## src/hdl/gpio_pkg.sv

```systemverilog
// Package of the expansion bus port block: register map, reset values,
// field positions and the register select encoding.
// Assumes a byte-wide register port with 32-bit addresses.
package gpio_pkg;

  localparam int ADDR_W = 32;
  localparam int DATA_W = 8;
  localparam int IDX_W = 3;
  localparam int WIDE_W = 8;
  localparam int NARROW_W = 6;
  localparam int AD_W = 16;
  localparam int MM_W = 3;

  // Register addresses
  localparam logic [ADDR_W-1:0] PORT4_LATCH_ADDR = 32'hffff_f008;
  localparam logic [ADDR_W-1:0] PORT5_LATCH_ADDR = 32'hffff_f00a;
  localparam logic [ADDR_W-1:0] PORT6_LATCH_ADDR = 32'hffff_f00c;
  localparam logic [ADDR_W-1:0] PORT4_DIR_ADDR = 32'h0fff_f028;
  localparam logic [ADDR_W-1:0] PORT5_DIR_ADDR = 32'h0fff_f02a;
  localparam logic [ADDR_W-1:0] PORT6_DIR_ADDR = 32'h0fff_f02c;
  localparam logic [ADDR_W-1:0] MEM_EXP_CTRL_ADDR = 32'hffff_f04c;

  // Reset values
  localparam logic [WIDE_W-1:0] LATCH_RESET = 8'h00;
  localparam logic [NARROW_W-1:0] NARROW_LATCH_RESET = 6'h00;
  localparam logic [WIDE_W-1:0] WIDE_DIR_RESET = 8'hff;
  localparam logic [NARROW_W-1:0] NARROW_DIR_RESET = 6'h3f;
  localparam logic [MM_W-1:0] MM_RESET = 3'h0;

  // Memory expansion control fields
  localparam int MM_AD_LOW_BIT = 0;
  localparam int MM_AD_HIGH_BIT = 1;
  localparam int MM_UPPER_ADDR_BIT = 2;

  // Data helpers
  localparam logic [DATA_W-1:0] BYTE_ALL = 8'hff;
  localparam logic [DATA_W-1:0] BYTE_NONE = 8'h00;
  localparam logic [DATA_W-1:0] BIT_ZERO_MASK = 8'h01;
  localparam logic [DATA_W-NARROW_W-1:0] NARROW_PAD = 2'h0;
  localparam logic [DATA_W-MM_W-1:0] MM_PAD = 5'h00;
  localparam logic [DATA_W-2:0] BIT_READ_PAD = 7'h00;
  localparam logic [AD_W-1:0] AD_ZERO = 16'h0000;
  localparam logic [NARROW_W-1:0] UPPER_OE_ALL = 6'h3f;
  localparam logic [1:0] SYNC_CLEAR = 2'h0;

  typedef enum logic [2:0] {
    SEL_NONE = 3'b000,
    SEL_P4_LATCH = 3'b001,
    SEL_P5_LATCH = 3'b010,
    SEL_P6_LATCH = 3'b011,
    SEL_P4_DIR = 3'b100,
    SEL_P5_DIR = 3'b101,
    SEL_P6_DIR = 3'b110,
    SEL_MEM_EXP = 3'b111
  } reg_sel_t;

endpackage

```

## src/hdl/expansion_bus_gpio_ports.sv

```systemverilog
// Expansion bus port block: two 8-bit ports and one 6-bit port with
// per-bit direction, shared with the external memory bus.
// Assumes a byte register port with read data one cycle after the strobe,
// and an external bus controller that drives the alternate functions.
`timescale 1ns/1ps
module expansion_bus_gpio_ports (
  input wire logic core_clk,
  input wire logic nrst,
  input wire logic [gpio_pkg::ADDR_W-1:0] addr,
  input wire logic [gpio_pkg::DATA_W-1:0] wdata,
  input wire logic wr_stb,
  input wire logic rd_stb,
  input wire logic bit_access,
  input wire logic [gpio_pkg::IDX_W-1:0] bit_index,
  output logic [gpio_pkg::DATA_W-1:0] rdata,
  input wire logic [gpio_pkg::WIDE_W-1:0] port4_pin_in,
  output logic [gpio_pkg::WIDE_W-1:0] port4_pin_out,
  output logic [gpio_pkg::WIDE_W-1:0] port4_pin_oe,
  input wire logic [gpio_pkg::WIDE_W-1:0] port5_pin_in,
  output logic [gpio_pkg::WIDE_W-1:0] port5_pin_out,
  output logic [gpio_pkg::WIDE_W-1:0] port5_pin_oe,
  input wire logic [gpio_pkg::NARROW_W-1:0] port6_pin_in,
  output logic [gpio_pkg::NARROW_W-1:0] port6_pin_out,
  output logic [gpio_pkg::NARROW_W-1:0] port6_pin_oe,
  input wire logic [gpio_pkg::AD_W-1:0] multiplexed_addr_data_out,
  input wire logic [gpio_pkg::AD_W-1:0] multiplexed_addr_data_oe,
  output logic [gpio_pkg::AD_W-1:0] multiplexed_addr_data_in,
  input wire logic [gpio_pkg::NARROW_W-1:0] upper_address_lines,
  output logic [gpio_pkg::MM_W-1:0] memory_expansion_control
);

  localparam int WW = gpio_pkg::WIDE_W;
  localparam int NW = gpio_pkg::NARROW_W;
  localparam int DW = gpio_pkg::DATA_W;

  ////////////////////////////////////////////////////////////////////////
  // Reset release

  logic [1:0] rst_sync_reg;
  logic rst_n;

  always_ff @(posedge core_clk or negedge nrst) begin
    if (!nrst) begin
      rst_sync_reg <= gpio_pkg::SYNC_CLEAR;
    end else begin
      rst_sync_reg <= {rst_sync_reg[0], 1'b1};
    end
  end

  assign rst_n = rst_sync_reg[1];

  ////////////////////////////////////////////////////////////////////////
  // Address decode

  gpio_pkg::reg_sel_t sel;

  always_comb begin
    unique case (addr)
      gpio_pkg::PORT4_LATCH_ADDR: begin
        sel = gpio_pkg::SEL_P4_LATCH;
      end
      gpio_pkg::PORT5_LATCH_ADDR: begin
        sel = gpio_pkg::SEL_P5_LATCH;
      end
      gpio_pkg::PORT6_LATCH_ADDR: begin
        sel = gpio_pkg::SEL_P6_LATCH;
      end
      gpio_pkg::PORT4_DIR_ADDR: begin
        sel = gpio_pkg::SEL_P4_DIR;
      end
      gpio_pkg::PORT5_DIR_ADDR: begin
        sel = gpio_pkg::SEL_P5_DIR;
      end
      gpio_pkg::PORT6_DIR_ADDR: begin
        sel = gpio_pkg::SEL_P6_DIR;
      end
      gpio_pkg::MEM_EXP_CTRL_ADDR: begin
        sel = gpio_pkg::SEL_MEM_EXP;
      end
      default: begin
        sel = gpio_pkg::SEL_NONE;
      end
    endcase
  end

  ////////////////////////////////////////////////////////////////////////
  // Byte or single bit write shaping

  logic [DW-1:0] wr_mask;
  logic [DW-1:0] wr_value;

  always_comb begin
    if (bit_access) begin
      wr_mask = DW'(gpio_pkg::BIT_ZERO_MASK << bit_index);
      wr_value = {DW{wdata[0]}};
    end else begin
      wr_mask = gpio_pkg::BYTE_ALL;
      wr_value = wdata;
    end
  end

  logic p4_latch_we;
  logic p5_latch_we;
  logic p6_latch_we;
  logic p4_dir_we;
  logic p5_dir_we;
  logic p6_dir_we;
  logic mm_we;

  assign p4_latch_we = wr_stb && (sel == gpio_pkg::SEL_P4_LATCH);
  assign p5_latch_we = wr_stb && (sel == gpio_pkg::SEL_P5_LATCH);
  assign p6_latch_we = wr_stb && (sel == gpio_pkg::SEL_P6_LATCH);
  assign p4_dir_we = wr_stb && (sel == gpio_pkg::SEL_P4_DIR);
  assign p5_dir_we = wr_stb && (sel == gpio_pkg::SEL_P5_DIR);
  assign p6_dir_we = wr_stb && (sel == gpio_pkg::SEL_P6_DIR);
  assign mm_we = wr_stb && (sel == gpio_pkg::SEL_MEM_EXP);

  ////////////////////////////////////////////////////////////////////////
  // Memory expansion control

  logic [gpio_pkg::MM_W-1:0] mm_next;

  always_comb begin
    mm_next = memory_expansion_control;
    if (mm_we) begin
      mm_next = (memory_expansion_control & ~wr_mask[gpio_pkg::MM_W-1:0])
        | (wr_value[gpio_pkg::MM_W-1:0] & wr_mask[gpio_pkg::MM_W-1:0]);
    end
  end

  always_ff @(posedge core_clk or negedge rst_n) begin
    if (!rst_n) begin
      memory_expansion_control <= gpio_pkg::MM_RESET;
    end else begin
      memory_expansion_control <= mm_next;
    end
  end

  logic ad_low_sel;
  logic ad_high_sel;
  logic upper_sel;

  // Selection feeds only the pin muxes; direction bits are left alone
  assign ad_low_sel =
    memory_expansion_control[gpio_pkg::MM_AD_LOW_BIT];
  assign ad_high_sel =
    memory_expansion_control[gpio_pkg::MM_AD_HIGH_BIT];
  assign upper_sel =
    memory_expansion_control[gpio_pkg::MM_UPPER_ADDR_BIT];

  ////////////////////////////////////////////////////////////////////////
  // Ports; none has a pull-up control, pins are plain drive and enable

  logic [WW-1:0] p4_rd;
  logic [WW-1:0] p5_rd;
  logic [NW-1:0] p6_rd;
  logic [WW-1:0] p4_dir;
  logic [WW-1:0] p5_dir;
  logic [NW-1:0] p6_dir;

  port_slice #(
    .WIDTH(WW),
    .LATCH_INIT(gpio_pkg::LATCH_RESET),
    .DIR_INIT(gpio_pkg::WIDE_DIR_RESET)
  ) u_port4 (
    .clk(core_clk),
    .rst_n(rst_n),
    .latch_we(p4_latch_we),
    .dir_we(p4_dir_we),
    .wmask(wr_mask),
    .wdata(wr_value),
    .alt_sel(ad_low_sel),
    .alt_out(multiplexed_addr_data_out[WW-1:0]),
    .alt_oe(multiplexed_addr_data_oe[WW-1:0]),
    .pin_in(port4_pin_in),
    .pin_out(port4_pin_out),
    .pin_oe(port4_pin_oe),
    .rd_value(p4_rd),
    .dir_value(p4_dir)
  );

  port_slice #(
    .WIDTH(WW),
    .LATCH_INIT(gpio_pkg::LATCH_RESET),
    .DIR_INIT(gpio_pkg::WIDE_DIR_RESET)
  ) u_port5 (
    .clk(core_clk),
    .rst_n(rst_n),
    .latch_we(p5_latch_we),
    .dir_we(p5_dir_we),
    .wmask(wr_mask),
    .wdata(wr_value),
    .alt_sel(ad_high_sel),
    .alt_out(multiplexed_addr_data_out[gpio_pkg::AD_W-1:WW]),
    .alt_oe(multiplexed_addr_data_oe[gpio_pkg::AD_W-1:WW]),
    .pin_in(port5_pin_in),
    .pin_out(port5_pin_out),
    .pin_oe(port5_pin_oe),
    .rd_value(p5_rd),
    .dir_value(p5_dir)
  );

  // Upper address lines are outputs only while selected
  port_slice #(
    .WIDTH(NW),
    .LATCH_INIT(gpio_pkg::NARROW_LATCH_RESET),
    .DIR_INIT(gpio_pkg::NARROW_DIR_RESET)
  ) u_port6 (
    .clk(core_clk),
    .rst_n(rst_n),
    .latch_we(p6_latch_we),
    .dir_we(p6_dir_we),
    .wmask(wr_mask[NW-1:0]),
    .wdata(wr_value[NW-1:0]),
    .alt_sel(upper_sel),
    .alt_out(upper_address_lines),
    .alt_oe(gpio_pkg::UPPER_OE_ALL),
    .pin_in(port6_pin_in),
    .pin_out(port6_pin_out),
    .pin_oe(port6_pin_oe),
    .rd_value(p6_rd),
    .dir_value(p6_dir)
  );

  ////////////////////////////////////////////////////////////////////////
  // Bus input path back to the external bus controller

  logic [gpio_pkg::AD_W-1:0] ad_in_next;

  always_comb begin
    ad_in_next = {port5_pin_in, port4_pin_in};
  end

  always_ff @(posedge core_clk or negedge rst_n) begin
    if (!rst_n) begin
      multiplexed_addr_data_in <= gpio_pkg::AD_ZERO;
    end else begin
      multiplexed_addr_data_in <= ad_in_next;
    end
  end

  ////////////////////////////////////////////////////////////////////////
  // Read path

  logic [DW-1:0] rd_byte;
  logic [DW-1:0] rdata_next;

  always_comb begin
    unique case (sel)
      gpio_pkg::SEL_P4_LATCH: begin
        rd_byte = p4_rd;
      end
      gpio_pkg::SEL_P5_LATCH: begin
        rd_byte = p5_rd;
      end
      gpio_pkg::SEL_P6_LATCH: begin
        rd_byte = {gpio_pkg::NARROW_PAD, p6_rd};
      end
      gpio_pkg::SEL_P4_DIR: begin
        rd_byte = p4_dir;
      end
      gpio_pkg::SEL_P5_DIR: begin
        rd_byte = p5_dir;
      end
      gpio_pkg::SEL_P6_DIR: begin
        rd_byte = {gpio_pkg::NARROW_PAD, p6_dir};
      end
      gpio_pkg::SEL_MEM_EXP: begin
        rd_byte = {gpio_pkg::MM_PAD, memory_expansion_control};
      end
      gpio_pkg::SEL_NONE: begin
        rd_byte = gpio_pkg::BYTE_NONE;
      end
    endcase
  end

  always_comb begin
    rdata_next = gpio_pkg::BYTE_NONE;
    if (rd_stb) begin
      if (bit_access) begin
        rdata_next = {gpio_pkg::BIT_READ_PAD, rd_byte[bit_index]};
      end else begin
        rdata_next = rd_byte;
      end
    end
  end

  // Read data stand for one cycle only, zero otherwise
  always_ff @(posedge core_clk or negedge rst_n) begin
    if (!rst_n) begin
      rdata <= gpio_pkg::BYTE_NONE;
    end else begin
      rdata <= rdata_next;
    end
  end

endmodule

```

## src/hdl/port_slice.sv

```systemverilog
// One general-purpose port: output latch, direction bits, pin drive and
// the value seen by a read. Assumes writes arrive with a per-bit mask, which is applied here.
`timescale 1ns/1ps
module port_slice #(
  parameter int WIDTH = 8,
  parameter logic [WIDTH-1:0] LATCH_INIT = '0,
  parameter logic [WIDTH-1:0] DIR_INIT = '1
) (
  input wire logic clk,
  input wire logic rst_n,
  input wire logic latch_we,
  input wire logic dir_we,
  input wire logic [WIDTH-1:0] wmask,
  input wire logic [WIDTH-1:0] wdata,
  input wire logic alt_sel,
  input wire logic [WIDTH-1:0] alt_out,
  input wire logic [WIDTH-1:0] alt_oe,
  input wire logic [WIDTH-1:0] pin_in,
  output logic [WIDTH-1:0] pin_out,
  output logic [WIDTH-1:0] pin_oe,
  output logic [WIDTH-1:0] rd_value,
  output logic [WIDTH-1:0] dir_value
);

  logic [WIDTH-1:0] latch_reg;
  logic [WIDTH-1:0] latch_next;
  logic [WIDTH-1:0] dir_reg;
  logic [WIDTH-1:0] dir_next;
  logic [WIDTH-1:0] out_next;
  logic [WIDTH-1:0] oe_next;

  ////////////////////////////////////////////////////////////////////////
  always_comb begin
    latch_next = latch_reg;
    dir_next = dir_reg;
    if (latch_we) begin
      latch_next = (latch_reg & ~wmask) | (wdata & wmask);
    end
    if (dir_we) begin
      dir_next = (dir_reg & ~wmask) | (wdata & wmask);
    end
  end

  // Pin drive follows the new latch value on the same edge as the write
  for (genvar i = 0; i < WIDTH; i++) begin : g_bit
    assign out_next[i] = alt_sel ? alt_out[i] : latch_next[i];
    assign oe_next[i] = alt_sel ? alt_oe[i] : ~dir_next[i];
    assign rd_value[i] = dir_reg[i] ? pin_in[i] : latch_reg[i];
  end

  always_ff @(posedge clk or negedge rst_n) begin
    if (!rst_n) begin
      latch_reg <= LATCH_INIT;
      dir_reg <= DIR_INIT;
      pin_out <= LATCH_INIT;
      pin_oe <= '0;
    end else begin
      latch_reg <= latch_next;
      dir_reg <= dir_next;
      pin_out <= out_next;
      pin_oe <= oe_next;
    end
  end

  assign dir_value = dir_reg;

endmodule

```

## config.mk

```make
export PLATFORM = sky130hd
export DESIGN_NAME = expansion_bus_gpio_ports
export DESIGN_NICKNAME = d
export VERILOG_FILES = /design/src/hdl/gpio_pkg.sv /design/src/hdl/expansion_bus_gpio_ports.sv /design/src/hdl/port_slice.sv
export SDC_FILE = /design/constraint.sdc
export NUM_CORES = 1
export LEC_CHECK = 0
export CAP_MARGIN = 30
export CORE_UTILIZATION = 64
export DETAILED_ROUTE_END_ITERATION = 7
export DONT_BUFFER_PORTS = 1
export GPL_ROUTABILITY_DRIVEN = 0
export PLACE_DENSITY = 0.8
export RECOVER_POWER = 100
export SETUP_SLACK_MARGIN = 0.3
export SLEW_MARGIN = 20
export SYNTH_ARGS = -nofsm -noshare
export SYNTH_HDL_FRONTEND = slang
export SYNTH_HIERARCHICAL = 1
export SYNTH_SLANG_ARGS = --single-unit
```

## constraint.sdc

```tcl
create_clock -name core_clk -period 4.8 [get_ports core_clk]
set_input_delay 0.24 -clock core_clk [delete_from_list [all_inputs] [get_ports core_clk]]
set_output_delay 0.24 -clock core_clk [all_outputs]
set_load 0.03 [all_outputs]
```

### Word level (Yosys, flattened, before mapping)

Cells that the tools add are included.

| word-level totals | value |
|---|---|
| bits in read-only memories | 0 |
| bits of input ports | 108 |
| memories | 0 |
| memory bits (writable) | 0 |
| register bits | 117 |
| word-level logic and storage cells | 162 |
| latch bits | 0 |
| output and inout port bits | 71 |

| operators by class | value |
|---|---|
| eq/ne operators | 14 |
| bitwise operators | 42 |
| mux-type cells | 80 |
| order comparisons | 1 |
| $mul | 0 |
| reductions and logical operators | 8 |
| divide/modulo/power cells | 0 |
| shifts and indexed selects | 1 |
| add/sub/neg operators | 0 |

Operators with widths:

| operator | count |
|---|---|
| == test 32 bit, second input constant | 4 |
| == test 32 x 28 -> 1 bit, second input constant | 3 |
| two-way mux 1 bit | 67 |
| two-way mux 8 bit | 8 |
| case mux 8 bit (8 select lines) | 1 |
| bitwise AND 8 bit | 5 |
| bitwise OR 8 bit | 4 |
| NOT 1 bit | 22 |
| case mux 3 bit (7 select lines) | 1 |
| bitwise AND 6 bit | 3 |
| == test 3 bit, second input constant | 4 |
| two-way mux 6 bit | 2 |
| bitwise OR 6 bit | 2 |
| NOT 8 bit | 1 |
| << shifter 1 x 3 -> 8 bit, first input constant | 1 |
| logical AND 1 bit | 7 |
| bitwise AND 3 bit | 2 |
| == test 3 x 2 -> 1 bit, second input constant | 2 |
| NOT 6 bit | 1 |
| < comparator 3 x 4 -> 1 bit, second input constant | 1 |
| binary-select mux 1 bit (select 3 bit) | 1 |
| == test 3 x 1 -> 1 bit, second input constant | 1 |
| logical NOT 3 bit | 1 |
| NOT 3 bit | 1 |
| bitwise OR 3 bit | 1 |

### Depth between registers and ports, before layout

Gate-level depths: netlist (run 1).

| depth | value |
|---|---|
| depth after elaboration | 8 |
| gate-level depth with buffers | 8 |
| mapped depth without buffers | 8 |

### Hierarchy

Netlist (run 1), hierarchy kept.

By module, submodules not included:

| module | area each (um^2) | seq. area each (um^2) | instances | cells an instance |
|---|---|---|---|---|
| port_slice at u_port4 ... | 1529.0 | 810.8 | 2 | 126 |
| expansion_bus_gpio_ports | 1829.3 | 725.7 | 1 | 193 |
| port_slice at u_port6 | 1149.9 | 608.1 | 1 | 95 |

### Least setup slack after synthesis (run 1)

OpenSTA, ideal clock, no wires.

| timing path | value |
|---|---|
| kind | in2reg |
| from | input addr[9] (netlist bit) |
| to | register u_port4.dir_reg[0] (netlist: u_port4/dir_value[0]) |
| arrival | 2.475 ns |
| cell stages on the path | 7 |
| slack | 2.241 ns |
| buffers on the path | 1 |
| required time | 4.716 ns |
| library setup time | 0.084 ns |
| path through | or4b_4 -> nor4_2 -> nand2_1 -> nor3_1 -> buf_2 -> a21boi_0 -> or2_2 |

| between the ends | value |
|---|---|
| word-level cells in the longest chain between the ends | 5 |
| elaborated cells on any way between the ends | 11 |
| those cells by class | eq/ne (8); mux (2); reduce/logical (1) |

RTL lines:

| item | RTL line | text |
|---|---|---|
| from (decl) | expansion_bus_gpio_ports.sv:9 | `input wire logic [gpio_pkg::ADDR_W-1:0] addr,` |
| == test 32 bit / == test 32 x 28 -> 1 bit (equally long branches) | expansion_bus_gpio_ports.sv:58 | `unique case (addr)` |
| case mux 3 bit (7 select lines) * | expansion_bus_gpio_ports.sv:58 |  |
| == test 3 bit * | expansion_bus_gpio_ports.sv:113 | `assign p4_dir_we = wr_stb && (sel == gpio_pkg::SEL_P4_DIR);` |
| logical AND 1 bit * | expansion_bus_gpio_ports.sv:113 |  |
| named net p4_dir_we | expansion_bus_gpio_ports.sv:105 | `logic p4_dir_we;` |
| two-way mux 8 bit * | port_slice.sv:39 | `if (dir_we) begin` |
| named net u_port4.dir_next[0] | port_slice.sv:28 | `logic [WIDTH-1:0] dir_next;` |
| to (signal assigned) | port_slice.sv:59 | `dir_reg <= dir_next;` |
| to (decl) | port_slice.sv:27 | `logic [WIDTH-1:0] dir_reg;` |

The timed path passes the listed nets; every way through them passes the cells marked *.
A chain may end at the register's enable or synchronous reset.

### Worst setup path after layout (run 1)

| timing path | value |
|---|---|
| from | input addr[9] (netlist bit) |
| to | register u_port4.pin_oe[0] |

| between the ends | value |
|---|---|
| word-level cells in the longest chain between the ends | 7 |
| elaborated cells on any way between the ends | 13 |
| those cells by class | eq/ne (8); mux (3); bitwise (1); reduce/logical (1) |

RTL lines:

| item | RTL line | text |
|---|---|---|
| == test 32 bit / == test 32 x 28 -> 1 bit (equally long branches) | expansion_bus_gpio_ports.sv:58 |  |
| case mux 3 bit (7 select lines) * | expansion_bus_gpio_ports.sv:58 |  |
| == test 3 bit * | expansion_bus_gpio_ports.sv:113 |  |
| logical AND 1 bit * | expansion_bus_gpio_ports.sv:113 |  |
| named net p4_dir_we | expansion_bus_gpio_ports.sv:105 |  |
| two-way mux 8 bit * | port_slice.sv:39 |  |
| NOT 1 bit * | port_slice.sv:47 | `assign oe_next[i] = alt_sel ? alt_oe[i] : ~dir_next[i];` |
| two-way mux 1 bit * | port_slice.sv:47 |  |
| named net u_port4.oe_next[0] | port_slice.sv:30 | `logic [WIDTH-1:0] oe_next;` |
| to (signal assigned) | port_slice.sv:61 | `pin_oe <= oe_next;` |
| to (decl) | port_slice.sv:20 | `output logic [WIDTH-1:0] pin_oe,` |

Marks and branches as above.

==> impl_metrics.env, run 1 <==
export IMPL_p_switching_uw=553
export IMPL_synth_seq_cells=117
export IMPL_cts_htree_levels=4
export IMPL_finalCritPeriodShare_pct=78.4
export IMPL_p_leak_uw=0.00324
export IMPL_n_antenna_cell=0
export IMPL_swShare_pct=21.5
export IMPL_drv_cap=3
export IMPL_finalSetupTns_ns=0
export IMPL_fp_coreArea_um2=9200
export IMPL_status="finished with violations"
export IMPL_slew_headroom_pct=-43.7
export IMPL_reg2reg_setup_slack_ns=1.48
export IMPL_io_buffer_count=0
export IMPL_fin_ws_ns=1.04
export IMPL_path_class="in -> reg"
export IMPL_root_buffer="clkbuf_8"
export IMPL_powerDensity_nw_per_um2=351
export IMPL_place_ws_ns=1.32
export IMPL_rsz0062_at_grt="false"
export IMPL_startpoint="addr[9]"
export IMPL_violations="capacitance limit, slew limit"
export IMPL_drt_first_pass_iters=5
export IMPL_critPathMaxStageDelay_ns=1.22
export IMPL_clock_skew_ns=0.00827
export IMPL_drc=0
export IMPL_slowest_stage="nor4_1"
export IMPL_syn_area_um2=6040
export IMPL_crit_chain="or4b_1 -> nor4_1 -> nand2_1 -> nor3_1 -> clkbuf_1 -> a21boi_0 -> o31ai_1 -> dlygate4sd3_1"
export IMPL_fmax_mhz=266
export IMPL_nets=726
export IMPL_syn_avg_cell_area_um2=11.2
export IMPL_syn_to_final_growth_pct=21.6
export IMPL_crit_fanout=16
export IMPL_layout_common_cells="dfrtp_1 (95), nand2_1 (66), dlygate4sd3_1 (62)"
export IMPL_dp_hpwl_um=11100
export IMPL_overflow=0
export IMPL_yosys_warnings=6
export IMPL_cts_setup_buffers=0
export IMPL_via_per_inst=6.70
export IMPL_comb_power_share_pct=4.6
export IMPL_numCtsBuffers=17
export IMPL_ys_flop_type="dfrtp_1"
export IMPL_hold_class="in -> reg"
export IMPL_setup_viol_count_final=0
export IMPL_clk_path_buf_depth=2
export IMPL_worst_pin_slew_ns=2.16
export IMPL_layout_commonest_cell="dfrtp_1"
export IMPL_chipHeight_um=99.1
export IMPL_grtUsageTotal_pct=36.5
export IMPL_regMostFlops="multiplexed_addr_data_in"
export IMPL_antenna_found_initial=1
export IMPL_synth_top_area_share_pct=39.4
export IMPL_p_seq_share_pct=39.7
export IMPL_crit_required_ns=5.26
export IMPL_end_kind="flip-flop"
export IMPL_rr_endpoint="u_port6/pin_oe[0]$_DFF_PN0_"
export IMPL_hold_viol=0
export IMPL_cts_tree="done"
export IMPL_largest_register_ffs=16
export IMPL_drive_above_1_share_pct=21.9
export IMPL_syn_inst=540
export IMPL_dieArea_um2=9820
export IMPL_grt_pass1_wl_um=26800
export IMPL_yosysSeqAreaShare_pct=49.0
export IMPL_pwr_share_clk_pct=55.7
export IMPL_initial_core_util_pct=65.6
export IMPL_slew_violations=108
export IMPL_wire_per_inst_um=23.4
export IMPL_fin_crit_ns=3.76
export IMPL_synth_top_area_cell="dfrtp_1"
export IMPL_crit_end="u_port4/pin_oe[0]$_DFF_PN0_"
export IMPL_reg2reg_from="rst_sync_reg[1]$_DFF_PN0_"
export IMPL_synth_area_leaders="dfrtp_1 (39%), dfstp_2 (9.6%), mux2_2 (8.8%)"
export IMPL_path_clk_slew_ns=0.06
export IMPL_drt_wl_total_um=17400
export IMPL_die_w_um=99.1
export IMPL_drt_iter0_markers=401
export IMPL_grt_pass1_vias=5020
export IMPL_synth_cell_types=61
export IMPL_cp_data_arrival_time_ns=4.22
export IMPL_startpoint_type="input port"
export IMPL_num_rows=35
export IMPL_synth_enable_flop_cells=0
export IMPL_synthArstFlopShare_pct=100
export IMPL_ir_worst_vdd_v=0.000287
export IMPL_cts_sinks=117
export IMPL_drtAntennaViolNets=0
export IMPL_grt_max_degree=63
export IMPL_reg2reg_depth=1
export IMPL_io_pins=179
export IMPL_p_int_uw=2020
export IMPL_routed_via_count=4970
export IMPL_clock_latency_ns=0.52
-- per-layer routing --
| layer | vias to the layer above | global-route usage [%] | part of all wire (%) |
|---|---|---|---|
| li1 | 2178 | - | - |
| met1 | 2387 | 46.7 | 40 |
| met2 | 347 | 57.0 | 47 |
| met3 | 58 | 9.56 | 9.3 |
| met4 | 0 | 20.5 | 4.0 |
| met5 | - | 0 | 0 |
-- cell families (layout without fill, tap and decap cells) --
| logic type | Yosys count | after routing | synth area share [%] |
|---|---|---|---|
| other cells | 1 | 7 | 0.0621 |
| mux | 47 | 47 | 8.77 |
| flops | 117 | 117 | 49.0 |
| simple gates | 216 | 216 | 21.8 |
| compound gates | 121 | 121 | 16.0 |
| buf+inv | 38 | 123 | 4.41 |
-- critical path: cells and delay by family --
| family | cells | cell delay (ns) |
|---|---|---|
| simple gates | 4 | 2.31 |
| buf+inv | 2 | 1.15 |
| compound gates | 2 | 0.52 |
-- how the worst min path moves through the flow --
stage          startpoint                        end  slack [ns]  depth (start not counted)
2_1_floorplan        nrst  rst_sync_reg[0]$_DFF_PN0_       -0.06                          0
3_3_place_gp         nrst  rst_sync_reg[0]$_DFF_PN0_       -0.06                          0
3_5_place_dp         nrst  rst_sync_reg[0]$_DFF_PN0_       -0.06                          0
4_1_cts        bit_access                  flip-flop       0.004                          2
5_1_grt        bit_access                  flip-flop        0.02                          2
6_report       bit_access                  flip-flop        0.03                          2
-- final cells by class --
| cell class | count | area [um^2] |
|---|---|---|
| Clock buffer | 20 | 445 |
| Inverter | 12 | 45.0 |
| Tap cell | 111 | 139 |
| Multi-Input combinational cell | 391 | 2810 |
| Sequential cell | 117 | 2960 |
| Fill cell | 556 | 1860 |
| Timing Repair Buffer | 79 | 721 |
| Clock inverter | 12 | 225 |
-- through the flow --
stage                     instances  cell area [um^2]  utilization, %  hold slack (ns)  total power, uW
after floorplan                 546              6060               -          -0.0556             1090
after global placement          644              6080            66.1          -0.0556             1110
after detailed placement        646              6100            66.3          -0.0556             1110
after CTS                       740              7390            80.4          0.00400             2590
after global routing            742              7340            79.8           0.0163             2640
final                           742              7340            79.8           0.0265             2580
-- power by group through the flow --
stage | sequential (uW) | clock [uW] | combinational (uW)
3_3_place_gp | 1040 | 0 | 69.2
5_1_grt | 1020 | 1490 | 126
6_report | 1020 | 1440 | 118
2_1_floorplan | 1040 | 0 | 42.5
4_1_cts | 1020 | 1450 | 115
3_5_place_dp | 1040 | 0 | 72.2
-- timing repair --
| item | in CTS | in global routing |
|---|---|---|
| hold buffers | 62 | 0 |
| resized for setup | 0 | 0 |
| hold endpoints to repair | 64 | 0 |
-- Yosys cell counts, drive strengths merged (6+ instances only) --
cell,instances
or2,25
dfrtp,95
nor2b,19
mux2,47
a221o,23
nand2,66
o21ai,13
buf,20
inv,12
o31ai,25
a21oi,6
and3,24
dfstp,22
nor3,9
a21boi,22
nor2,13
a22oi,14
and4b,23
Note: power is estimated with default switching activity, not from simulation.
==> run 2, diff against run 1 <==
Settings changed: CORE_UTILIZATION 64 to 58, PLACE_DENSITY 0.8 to 0.76.
Clock period 4.8 ns to 3.3 ns, I/O delays scaled along.
==> run 2 against run 1 <==
The run still ends with capacitance limit, slew limit left. First-iteration DRC count rose by 1.0%. Non-clock buffer count increased by 9. Core utilization decreased by 5.5 points. Sequential share of layout area shrank 0.12 points. Via count is 0.70% higher. Flip-flop and latch count stayed put. Global-route usage is 2.7 points lower. Clock skew decreased by 0.0023 ns. Combinational power is 52% higher.
==> impl_metrics.env, run 2 (same netlist as run 1, synthesis figures left out) <==
export IMPL_root_buffer="clkbuf_8"
export IMPL_clock_skew_ns=0.00596
export IMPL_p_leak_uw=0.00326
export IMPL_wl_met2_um=8520
export IMPL_cp_data_arrival_time_ns=3.28
export IMPL_n_antenna_cell=0
export IMPL_grt_max_degree=50
export IMPL_nets=735
export IMPL_dp_hpwl_um=11600
export IMPL_swShare_pct=22.5
export IMPL_ctsResizeCount=0
export IMPL_comb_power_share_pct=5.3
export IMPL_cts_htree_levels=4
export IMPL_hold_slack_ns=0.0301
export IMPL_overflow=0
export IMPL_ir_worst_vdd_v=0.000253
export IMPL_initial_core_util_pct=60.9
export IMPL_cts_tree="done"
export IMPL_io_buffer_count=0
export IMPL_largest_register_ffs=16
export IMPL_drt_wl_total_um=17700
export IMPL_io_pins=179
export IMPL_clk_path_buf_depth=2
export IMPL_clock_latency_ns=0.52
export IMPL_cts_hold_buf=68
export IMPL_via_per_inst=6.47
export IMPL_drt_met1_wl_um=7130
export IMPL_grt_pass1_vias=5006
export IMPL_fin_crit_ns=2.89
export IMPL_numCtsBuffers=17
export IMPL_slowest_stage="dlygate4sd3_1"
export IMPL_slew_headroom_pct=-31.2
export IMPL_hold_class="in -> reg"
export IMPL_status="finished with violations"
export IMPL_drtAntennaViolNets=0
export IMPL_crit_required_ns=3.69
export IMPL_fin_area_um2=7360
export IMPL_drv_cap=1
export IMPL_crit_chain="mux2_2 -> o21ai_0 -> a2111oi_4 -> a2111o_2 -> a21oi_2 -> o31a_1 -> a311oi_1 -> dlygate4sd3_1"
export IMPL_critPathMaxStageDelay_ns=0.57
export IMPL_dr_max_layer_used="met4"
export IMPL_powerDensity_nw_per_um2=456
export IMPL_path_clk_slew_ns=0.06
export IMPL_layout_common_cells="dfrtp_1 (95), dlygate4sd3_1 (68), nand2_1 (66)"
export IMPL_worst_pin_slew_ns=1.97
export IMPL_grtUsageTotal_pct=33.8
export IMPL_layout_commonest_cell="dfrtp_1"
export IMPL_finalCritPeriodShare_pct=87.5
export IMPL_drt_first_pass_iters=5
export IMPL_violations="capacitance limit, slew limit"
export IMPL_crit_fanout=3
export IMPL_dieArea_um2=10800
export IMPL_grt_pass1_wl_um=27700
export IMPL_p_int_uw=2600
export IMPL_end_kind="flip-flop"
export IMPL_num_rows=36
export IMPL_cts_setup_buffers=0
export IMPL_slew_violations=45
export IMPL_syn_to_final_growth_pct=21.9
export IMPL_fp_coreArea_um2=9910
export IMPL_startpoint_type="flip-flop"
export IMPL_die_w_um=104
export IMPL_drive_above_1_share_pct=21.9
export IMPL_regMostFlops="multiplexed_addr_data_in"
export IMPL_wire_per_inst_um=22.9
export IMPL_p_seq_share_pct=44.3
export IMPL_antenna_found_initial=0
export IMPL_drc=0
export IMPL_fmax_mhz=346
export IMPL_routed_via_count=5005
export IMPL_path_class="reg -> reg"
export IMPL_rsz0062_at_grt="false"
export IMPL_drt_iter0_markers=405
export IMPL_hold_viol=0
export IMPL_finalSetupTns_ns=0
export IMPL_setup_viol_count_final=0
export IMPL_chipHeight_um=104
export IMPL_fin_total_pwr_uw=3360
export IMPL_cts_sinks=117
export IMPL_dr_wl_met3_um=1470
export IMPL_pwr_share_clk_pct=50.4
export IMPL_placed_area_um2=6170
export IMPL_p_switching_uw=757
[run 2: path summary, 6_finish.rpt]
| check | startpoint | endpoint | slack (ns) | cells past startpoint |
|---|---|---|---|---|
| worst min-delay path | addr[1] | rdata[2]$_DFF_PN0_ | 0.03 | 3 |
| min in group asynchronous | nrst | rst_sync_reg[0]$_DFF_PN0_ | 0.41 | 2 |
| max in group asynchronous | rst_sync_reg[1]$_DFF_PN0_ | u_port4/latch_reg[3]$_DFF_PN0_ | 0.99 | 1 |
| worst min register to register | rst_sync_reg[0]$_DFF_PN0_ | rst_sync_reg[1]$_DFF_PN0_ | 0.35 | 0 |
| worst max register to register | u_port6/dir_value[1]$_DFF_PN1_ | rdata[0]$_DFF_PN0_ | 0.41 | 8 |
| worst max-delay path | u_port6/dir_value[1]$_DFF_PN1_ | rdata[0]$_DFF_PN0_ | 0.41 | 8 |
[run 2: through the flow]
step	utilization, %	setup slack, ns	std cells
after floorplan	-	0.816	546
after global placement	62.3	0.844	673
after detailed placement	62.3	0.744	673
after CTS	74.6	0.453	773
after global routing	74.3	0.258	773
final	74.3	0.412	773
[run 2: power groups by stage]
stage	registers [uW]	logic [uW]	clock network, uW
final	1490	179	1690
after global routing	1490	192	1780
after CTS	1490	176	1710
after detailed placement	1510	110	0
after global placement	1510	109	0
after floorplan	1520	61.8	0
[run 2: critical path, delay by kind of cell (launching register included)]
family,cells,cell delay (ns)
buffers and inverters,1,0.57
muxes,1,0.34
DFF,1,0.54
AOI/OAI and AO/OA,6,1.31
[run 2: routing by layer]
layer	track usage [%]	up-vias
met3	9.77	55
met4	12.4	0
li1	-	2195
met1	43.9	2465
met5	0	-
met2	53.9	290
[run 2: area by class of cell]
cell class | instances | area (um^2)
flip-flops and latches | 117 | 2960
multi-input cells | 391 | 2820
fillers | 682 | 2550
repair buffers | 88 | 830
clock buffers | 27 | 492
well taps | 133 | 166
clock inverters | 5 | 50.0
inverters | 12 | 45.0
